<file path="src/pea_map.svh">
`ifndef PEA_MAP_SVH
`define PEA_MAP_SVH
// result widths
`define PEA_RAW_W 17
`define PEA_OUT_W 16
`define PEA_PWR_W 30
`define PEA_ACC_W 56
`define PEA_CNT_W 32
`define PEA_BUS_MSB_W 14
// eight-sample rolling average
`define PEA_AVG_DEPTH 8
`define PEA_AVG_SHIFT 3
// adaptive scaling at the slow rate
`define PEA_SLOW_SHIFT 7
`define PEA_SLOW_COUNT 32'h0000_0080
// fullness limit selections
`define PEA_LIM_15_16 2'h0
`define PEA_LIM_7_8 2'h1
`define PEA_LIM_3_4 2'h2
`define PEA_LIM_FULL 2'h3
// adaptive rate codes: shift that mimics 1024 samples per second
`define PEA_RATE_1024 2'h0
`define PEA_RATE_256 2'h1
`define PEA_RATE_64 2'h2
`define PEA_RATE_8 2'h3
`endif

</file>
<file path="src/pea_pkg.sv">
package pea_pkg;
   // one conversion from the front end
   typedef struct packed {
      logic [16:0] bus_raw;
      logic [16:0] sense_raw;
      logic [1:0] channel;
      logic bus_half;
      logic sense_half;
   } pea_conv_type;
   // readable snapshot of one channel
   typedef struct packed {
      logic [15:0] bus_voltage_result;
      logic [15:0] sense_voltage_result;
      logic [15:0] bus_avg;
      logic [15:0] sense_avg;
      logic [29:0] power_product;
      logic [55:0] energy_accum_value;
      logic [31:0] accum_count;
   } pea_snap_type;
   // host commands
   typedef enum logic [1:0] {
      PEA_CMD_NONE,
      PEA_CMD_REFRESH,
      PEA_CMD_KEEP,
      PEA_CMD_GENERAL
   } pea_cmd_type;
   typedef enum logic [1:0] {
      PEA_IDLE,
      PEA_MULT,
      PEA_ACCUM
   } pea_state_type;
endpackage : pea_pkg

</file>
<file path="src/pea_accumulator.sv">
`timescale 1ns/1ps
`include "pea_map.svh"
module pea_accumulator (
   input wire logic mclk,
   input wire logic rst_b,
   input wire logic conv_valid,
   input wire pea_pkg::pea_conv_type conv,
   input wire logic cycle_done,
   input wire pea_pkg::pea_cmd_type cmd,
   input wire logic low_rate_request,
   input wire logic adaptive_off,
   input wire logic [1:0] adaptive_rate,
   input wire logic pin_refresh_en,
   input wire logic bus_bipolar,
   input wire logic sense_bipolar,
   input wire logic [1:0] limit_sel,
   input wire logic [1:0] read_channel,
   output pea_pkg::pea_snap_type snap,
   output logic slow_rate,
   output logic [1:0] permute_pos,
   output logic avg_valid,
   output logic accum_full,
   output logic count_full
);
   // sign-preserving truncation of 17-bit raw to 16 readable bits
   function automatic logic [15:0] pea_export(input logic [16:0] v, input logic bip);
      pea_export = bip ? v[16:1] : v[15:0];
   endfunction : pea_export
   // fullness threshold compare for an unsigned magnitude
   function automatic logic pea_over(input logic [55:0] v, input logic [1:0] sel, input int w);
      logic [55:0] top;
      top = (56'h1 << w) - 56'h1;
      case (sel)
         `PEA_LIM_15_16: pea_over = v >= (top - (top >> 4));
         `PEA_LIM_7_8: pea_over = v >= (top - (top >> 3));
         `PEA_LIM_3_4: pea_over = v >= (top - (top >> 2));
         default: pea_over = v >= top;
      endcase
   endfunction : pea_over

   logic low_meta;
   logic low_sync;
   logic low_prev;
   logic [16:0] bus_hist [0:3][0:7];
   logic [16:0] sense_hist [0:3][0:7];
   logic [2:0] wr_ptr [0:3];
   logic [16:0] bus_last [0:3];
   logic [16:0] sense_last [0:3];
   logic signed [29:0] pwr_last [0:3];
   logic signed [55:0] accum [0:3];
   logic [31:0] count [0:3];
   logic [3:0] cycles_seen;
   logic [1:0] ch;
   logic signed [16:0] bus_s;
   logic signed [16:0] sense_s;
   pea_pkg::pea_state_type state;
   logic signed [29:0] prod;

   // two-flop synchroniser for the rate pin
   always_ff @(posedge mclk or negedge rst_b)
      if (!rst_b)
      begin
         low_meta <= 1'b0;
         low_sync <= 1'b0;
         low_prev <= 1'b0;
      end
      else
      begin
         low_meta <= low_rate_request;
         low_sync <= low_meta;
         low_prev <= low_sync;
      end

   wire next_slow = low_sync;
   wire pin_edge = low_sync ^ low_prev;
   // pin refresh only when enabled, default off
   wire pin_refresh = pin_edge & pin_refresh_en;
   wire is_refresh = (cmd == pea_pkg::PEA_CMD_REFRESH) | (cmd == pea_pkg::PEA_CMD_GENERAL)
      | pin_refresh;
   wire is_snap = is_refresh | (cmd == pea_pkg::PEA_CMD_KEEP);

   // half range keeps precision by shifting the raw code up
   wire [16:0] bus_scaled = conv.bus_half ? {conv.bus_raw[16], conv.bus_raw[14:0], 1'b0}
      : conv.bus_raw;
   wire [16:0] sense_scaled = conv.sense_half
      ? {conv.sense_raw[16], conv.sense_raw[14:0], 1'b0} : conv.sense_raw;

   // shift amount: zero when adaptive is off, else slow pin wins, else programmed adaptive rate
   wire [2:0] rate_shift = adaptive_off ? 3'h0
      : slow_rate ? 3'(`PEA_SLOW_SHIFT)
      : (adaptive_rate == `PEA_RATE_256) ? 3'h2
      : (adaptive_rate == `PEA_RATE_64) ? 3'h4
      : (adaptive_rate == `PEA_RATE_8) ? 3'h7 : 3'h0;
   // one per sample when not scaling
   wire [31:0] count_step = 32'h1 << rate_shift;
   // sense 17 bits signed times 14 bus msbs
   wire signed [13:0] bus_msb = bus_s[16:3];
   wire signed [55:0] addend = 56'(prod) <<< rate_shift;
   wire signed [56:0] sum = {accum[ch][55], accum[ch]} + {addend[55], addend};
   // saturate on overflow in either direction
   wire sat_pos = !sum[56] & sum[55];
   wire sat_neg = sum[56] & !sum[55];
   wire signed [55:0] next_accum = sat_pos ? {1'b0, {55{1'b1}}}
      : sat_neg ? {1'b1, 55'h0} : sum[55:0];

   // conversion pipeline
   always_ff @(posedge mclk or negedge rst_b)
      if (!rst_b)
      begin
         state <= pea_pkg::PEA_IDLE;
         ch <= 2'h0;
         bus_s <= 17'h0;
         sense_s <= 17'h0;
         prod <= 30'h0;
      end
      else
      begin
         case (state)
            pea_pkg::PEA_IDLE:
               if (conv_valid)
               begin
                  ch <= conv.channel;
                  bus_s <= bus_scaled;
                  sense_s <= sense_scaled;
                  state <= pea_pkg::PEA_MULT;
               end
            pea_pkg::PEA_MULT:
            begin
               prod <= 30'(sense_s * bus_msb);
               state <= pea_pkg::PEA_ACCUM;
            end
            default:
               state <= pea_pkg::PEA_IDLE;
         endcase
      end

   // per-channel history, accumulators and counters
   always_ff @(posedge mclk or negedge rst_b)
      if (!rst_b)
      begin
         for (int c = 0; c < 4; c++)
         begin
            wr_ptr[c] <= 3'h0;
            bus_last[c] <= 17'h0;
            sense_last[c] <= 17'h0;
            pwr_last[c] <= 30'h0;
            accum[c] <= 56'h0;
            count[c] <= 32'h0;
            for (int i = 0; i < `PEA_AVG_DEPTH; i++)
            begin
               bus_hist[c][i] <= 17'h0;
               sense_hist[c][i] <= 17'h0;
            end
         end
      end
      else
      begin
         // refresh clears; accumulate loses this cycle's sample
         if (is_refresh)
            for (int c = 0; c < 4; c++)
            begin
               accum[c] <= 56'h0;
               count[c] <= 32'h0;
            end
         else if (state == pea_pkg::PEA_ACCUM)
         begin
            accum[ch] <= next_accum;
            count[ch] <= count[ch] + count_step;
         end
         if (state == pea_pkg::PEA_ACCUM)
         begin
            // store full 17-bit values in the ring
            bus_hist[ch][wr_ptr[ch]] <= bus_s;
            sense_hist[ch][wr_ptr[ch]] <= sense_s;
            wr_ptr[ch] <= wr_ptr[ch] + 3'h1;
            bus_last[ch] <= bus_s;
            sense_last[ch] <= sense_s;
            pwr_last[ch] <= prod;
         end
      end

   // rolling average of the selected channel, sign-extended sum
   logic signed [19:0] bus_sum;
   logic signed [19:0] sense_sum;
   always_comb
   begin
      bus_sum = 20'h0;
      sense_sum = 20'h0;
      for (int i = 0; i < `PEA_AVG_DEPTH; i++)
      begin
         bus_sum = bus_sum + 20'(signed'(bus_hist[read_channel][i]));
         sense_sum = sense_sum + 20'(signed'(sense_hist[read_channel][i]));
      end
   end
   wire [16:0] bus_avg = bus_sum[19:3];
   wire [16:0] sense_avg = sense_sum[19:3];
   wire [55:0] acc_mag = accum[read_channel][55] ? 56'(-accum[read_channel])
      : accum[read_channel];

   always_ff @(posedge mclk or negedge rst_b)
      if (!rst_b)
         snap <= '0;
      else if (is_snap)
      begin
         snap.bus_voltage_result <= pea_export(bus_last[read_channel], bus_bipolar);
         snap.sense_voltage_result <= pea_export(sense_last[read_channel], sense_bipolar);
         snap.bus_avg <= pea_export(bus_avg, bus_bipolar);
         snap.sense_avg <= pea_export(sense_avg, sense_bipolar);
         snap.power_product <= pwr_last[read_channel];
         snap.energy_accum_value <= accum[read_channel];
         snap.accum_count <= count[read_channel];
      end

   // average validity after eight cycles; permutation steps
   always_ff @(posedge mclk or negedge rst_b)
      if (!rst_b)
      begin
         cycles_seen <= 4'h0;
         avg_valid <= 1'b0;
         permute_pos <= 2'h0;
         slow_rate <= 1'b0;
         accum_full <= 1'b0;
         count_full <= 1'b0;
      end
      else
      begin
         if (cycle_done)
         begin
            permute_pos <= permute_pos + 2'h1;
            if (cycles_seen != 4'h8)
               cycles_seen <= cycles_seen + 4'h1;
            // rate pin acts only from the next conversion cycle
            slow_rate <= next_slow;
         end
         avg_valid <= cycles_seen == 4'h8;
         accum_full <= pea_over(acc_mag, limit_sel, 55);
         count_full <= pea_over(56'(count[read_channel]), limit_sel, 32);
      end
endmodule : pea_accumulator

</file>
<file path="config.mk">
export PLATFORM = sky130hd
export DESIGN_NAME = pea_accumulator
export DESIGN_NICKNAME = d
export VERILOG_FILES = /design/src/pea_pkg.sv /design/src/pea_accumulator.sv
export VERILOG_INCLUDE_DIRS = /design/src
export SDC_FILE = /design/constraint.sdc
export NUM_CORES = 2
export LEC_CHECK = 0
export BUFFER_PORTS_ARGS = -buffer_cell sky130_fd_sc_hd__buf_4
export CAP_MARGIN = 0
export CORE_UTILIZATION = 64
export DETAILED_ROUTE_END_ITERATION = 8
export HOLD_SLACK_MARGIN = 0.05
export PLACE_DENSITY = 0.88
export SLEW_MARGIN = 15
export SYNTH_ARGS = -nofsm -noshare
export SYNTH_HDL_FRONTEND = slang
export SYNTH_SLANG_ARGS = --single-unit
</file>
<file path="constraint.sdc">
create_clock -name mclk -period 7.6 [get_ports mclk]
set_clock_uncertainty 0.1 [all_clocks]
set_input_delay 1.52 -clock mclk [delete_from_list [all_inputs] [get_ports mclk]]
set_output_delay 1.52 -clock mclk [all_outputs]
set_load 0.005 [all_outputs]
</file>
[Yosys cells after proc, flatten, opt, wreduce, memory -nomap -nowiden]
Cells that the tools add are included.
Widths: inputs -> output; s select.
Word-level totals
  output and inout bits: 188
  register bits: 1971
Cells by class
  add/subtract/negate cells: 20
  equality and inequality tests: 13
  order comparisons: 13
  reductions and logical operators: 9
  multiplexer cells: 74
  shifts and indexed selects: 2
  bitwise operators: 10
  multipliers: 1
Operators with widths (number)
  $bwmux 544: 2
  $mux 136: 5
  $bmux 136 s2: 2
  $mux 224: 2
  $mux 56: 8
  $demux 136 s2: 1
  $mux 128: 2
  $bmux 56 s2: 2
  $bwmux 224: 1
  $ge 56x55->1 const B: 4
  $add 20x17->20: 8
  $mux 32: 5
  $bwmux 68: 2
  $bmux 32 s2: 2
  $bwmux 128: 1
  $ge 32x32->1 const B: 4
  $bwmux 120: 1
  $demux 56 s2: 1
  $mux 17: 6
  $mux 16: 6
  $mux 30: 3
  $bmux 17 s2: 2
  $demux 32 s2: 1
  $bmux 30 s2: 1
  other kinds (41): 70

[Depth between registers and ports, before layout]
  depth in word-level cells: 15
  depth in mapped cells: 30
  gate-level depth less buffers: 24

[Worst setup path after synthesis]
OpenSTA, ideal clock, no wires.
  kind: input to register
  start point: input port read_channel[0]
  end point: register snap[133] in the netlist's numbering
  arrival time: 9.179 ns
  setup slack: -1.790 ns
  setup time: 0.110 ns
  buffers on the path: 9
  stages: 27
  cell sequence: buf_4 > buf_4 > buf_2 > buf_2 > buf_2 > buf_4 > buf_4 > buf_2 > buf_1 > mux4_2 > fa_1 > fa_1 > inv_1 > fa_1 > fa_1 > or2_2 > fa_1 > nor2b_1 > o21ai_0 > a21boi_0 > o21ai_0 > a311oi_1 > a21boi_0 > a211oi_1 > xor2_1 > o21ai_0 > o41ai_1
On the way
  cells in the longest elaborated chain, start to end: 12
RTL lines
  start, declared: line pea_accumulator.sv:17  | input wire logic [1:0] read_channel,
  $not 2->3 (not written as such) (*): line pea_accumulator.sv:192  | sense_sum = sense_sum + 20'(signed'(sense_hist[read_channel][i]));
  $bmux 136 s2 (*): line pea_accumulator.sv:192
  $mux 136 (not written as such) (*) (2 in series): line pea_accumulator.sv:192
  $add 17x17->18: line pea_accumulator.sv:192
  $add 18x17->19: line pea_accumulator.sv:192
  $add 19x17->20: line pea_accumulator.sv:192
  $add 20x17->20 (3 in series): line pea_accumulator.sv:192
  $add 20x17->20 (*): line pea_accumulator.sv:192
  $mux 16 (*): line pea_accumulator.sv:27  | pea_export = bip ? v[16:1] : v[15:0];
  end, declared: line pea_accumulator.sv:18  | output pea_pkg::pea_snap_type snap,
Every way passes the cells marked *; elsewhere a longest branch is shown, timed or not. The select of a mux whose other input is x is not followed.
A chain may end at the register's enable or synchronous reset.

[Worst setup path in the final report]
Same ends and word-level chain as after synthesis.

==> metrics.yaml <==
outcome: "finished clean"
wl_per_cell_um: 27.6
cp_slowest_cell: "mux4_2"
grt_pass1_wl_um: 490000
cp-start-kind: "input port"
port_buffers: 242
synth_edf_count: 0
vias: 78400
cpPeakStageDelay_ns: 0.58
hold_viol: 0
r2r-end: "prod[29]$_DFFE_PN0N_"
htree_levels: 4
dpl_cell_area_um2: 112000
hold_depth: 0
path_cells: "buf_8 -> buf_4 -> mux4_2 -> fa_1 -> fa_1 -> fa_1 -> fa_1 -> ha_1 -> a21o_1 -> a21o_1 -> a21oi_1 -> nand4_1 -> a31oi_2 -> o211ai_1 -> a21oi_1 -> o21bai_1 -> nor4b_1 -> o41ai_1"
rsz0062_at_grt: "no"
grt_pass1_vias: 82700
whs_endpoint: "low_sync$_DFF_PN0_"
avgSynthCellArea_um2: 11.6
dp_hpwl_um: 192000
slew_viol_final: 0
synth_seq_cells: 1971
async_reset_ff_frac: 1.00
ys_top_cells_by_count: "dfrtp_1, nand2_1, mux2_2"
drc: 0
clk_pin_slew_worst_paths_ns: 0.06
critPathMaxFanout: 18
crit_top_cell: "fa_1"
yosysWarnings: 0
ys.flop_type: "dfrtp_1"
critPathTopFamily: "adder cells"
r2r_cells: 20
initial_utilization: 0.645
relSlewSlack: 0.114
crit_path_end_kind: "flop"
drive_gt1_frac: 0.257
die_w_um: 412
fin_area_um2: 119000
ant_nets: 0
reg2reg_from: "sense_s[7]$_DFFE_PN0P_"
grt_use_total: 0.381
holdCritPathClass: "reg2reg"
layout_setup_ws_ns: 0.114
overflow: 0
clock_sinks: 1971
gp_congestion: 0.986
area_growth_pct: 9.98
grt_max_degree: 208
seq_area_frac_synth: 0.457
pre_cts_ws_ns: -0.287
fill_cells: 10100
via_per_inst: 6.78
yosysTopAreaCell: "dfrtp_1"
hold_buffers: 0
antenna_found_initial: 16
ios: 243
cts_setup_buffers: 0
nets: 9859
min_period_ns: 7.49
synthDistinctLibCells: 83
ctsResizeCount: 0
cts_tree: "done"
clock.fmax_mhz: 134
synth_area_um2: 108000
finalSetupViolCount: 0
critPathArrivalTime_ns: 8.12
r2r_slack_ns: 0.39
yosysMostFrequentCell: "dfrtp_1"
cp.required_ns: 8.24
clock_path_buffers: 3
insertion_delay_ns: 0.90
syn_inst: 9279
clockRootBuffer: "clkbuf_16"
min_from: "low_meta$_DFF_PN0_"
rows: 150
cap_violations: 0
dr.pass1.iters: 7
yosysTopAreaCellShare: 0.457
cts_buffers: 197
yosys-top-cells-area: "dfrtp_1, mux2_2, mux4_2"
finalCritPeriodShare: 0.985
crit_type: "in2reg"
tightest_slew_ns: 1.33
die_h_um: 412
routed_wl_um: 319000
worst-path-buf-inv: 2
fin_setup_tns_ns: 0
core_area_um2: 167000
drt_iter0_markers: 10100
dieArea_um2: 170000
-- metrics by stage --
step           utilization  hold slack (ns)  instances
2_1_floorplan            -            0.231       9282
3_3_place_gp         0.668            0.232      11200
3_5_place_dp         0.668            0.236      11200
4_1_cts              0.709            0.251      11600
5_1_grt              0.709            0.248      11600
6_report             0.709            0.247      11600
-- layout by cell type (no fill, tap or decap), types with 39 or more instances in the layout --
| master | n |
|---|---|
| xnor2_1 | 99 |
| a21oi_1 | 390 |
| a21o_1 | 45 |
| o21ai_0 | 492 |
| clkinv_2 | 39 |
| clkbuf_16 | 198 |
| nand2_1 | 1707 |
| fa_1 | 433 |
| and2_1 | 134 |
| mux4_2 | 514 |
| inv_1 | 532 |
| nor2_1 | 281 |
| dfrtp_1 | 1959 |
| mux2_2 | 1052 |
| buf_4 | 390 |
| mux2i_1 | 100 |
| a211oi_1 | 80 |
| xor2_1 | 59 |
| ha_1 | 178 |
| nand3_1 | 46 |
-- worst max-delay path by stage --
stage / start / end / slack [ns] / cells after the start
after floorplan: read_channel[0] / snap[133]$_DFFE_PN0P_ / -0.17 / 29
after global placement: read_channel[0] / snap[133]$_DFFE_PN0P_ / 0.15 / 20
after detailed placement: read_channel[0] / snap[133]$_DFFE_PN0P_ / -0.29 / 18
after CTS: read_channel[0] / snap[133]$_DFFE_PN0P_ / 0.34 / 18
after global routing: read_channel[0] / snap[133]$_DFFE_PN0P_ / 0.08 / 22
final: read_channel[0] / snap[133]$_DFFE_PN0P_ / 0.11 / 18
-- area by class of cell --
cell class / count / area (µm²) / share of cell area
clock buffers: 268 / 5550 / 0.0468
repair buffers: 418 / 3490 / 0.0294
flip-flops and latches: 1971 / 49300 / 0.416
diodes: 5 / 12.5 / 0.000105
multi-input cells: 6068 / 54100 / 0.456
well taps: 2204 / 2760 / 0.0233
clock inverters: 92 / 1320 / 0.0111
inverters: 534 / 2000 / 0.0169
-- cell families (layout without fill, tap and decap cells) --
group | after synthesis | count (layout) | share of synthesized area
compound gates | 1198 | 1198 | 0.0635
simple gates | 2427 | 2427 | 0.0940
buf+inv | 1243 | 1312 | 0.0441
fa+ha+maj | 614 | 614 | 0.102
other cells | 2 | 10 | 0.0000696
xor+xnor | 158 | 158 | 0.0128
flops | 1971 | 1971 | 0.457
mux | 1666 | 1666 | 0.226
-- state kept, by name, indices dropped and copies added (netlist names), 12 cells and up --
| name | flops |
|---|---|
| count | 128 |
| bus_s | 17 |
| sense_hist | 544 |
| snap | 182 |
| sense_s | 17 |
| wr_ptr | 12 |
| accum | 224 |
| prod | 30 |
| pwr_last | 120 |
| bus_hist | 544 |
| bus_last | 68 |
| sense_last | 68 |
-- metal layers --
metal  routed length, µm  GRT usage  vias up
met5                 116          0        -
met3               39300      0.116     1564
met1              111000      0.478    39700
li1                    -          -    31600
met4               21100      0.227       18
met2              148000      0.588     5526
Power is left out: the tool's default activity adds up to more than one toggle a clock period on the data nets, which glitch-free logic cannot reach.
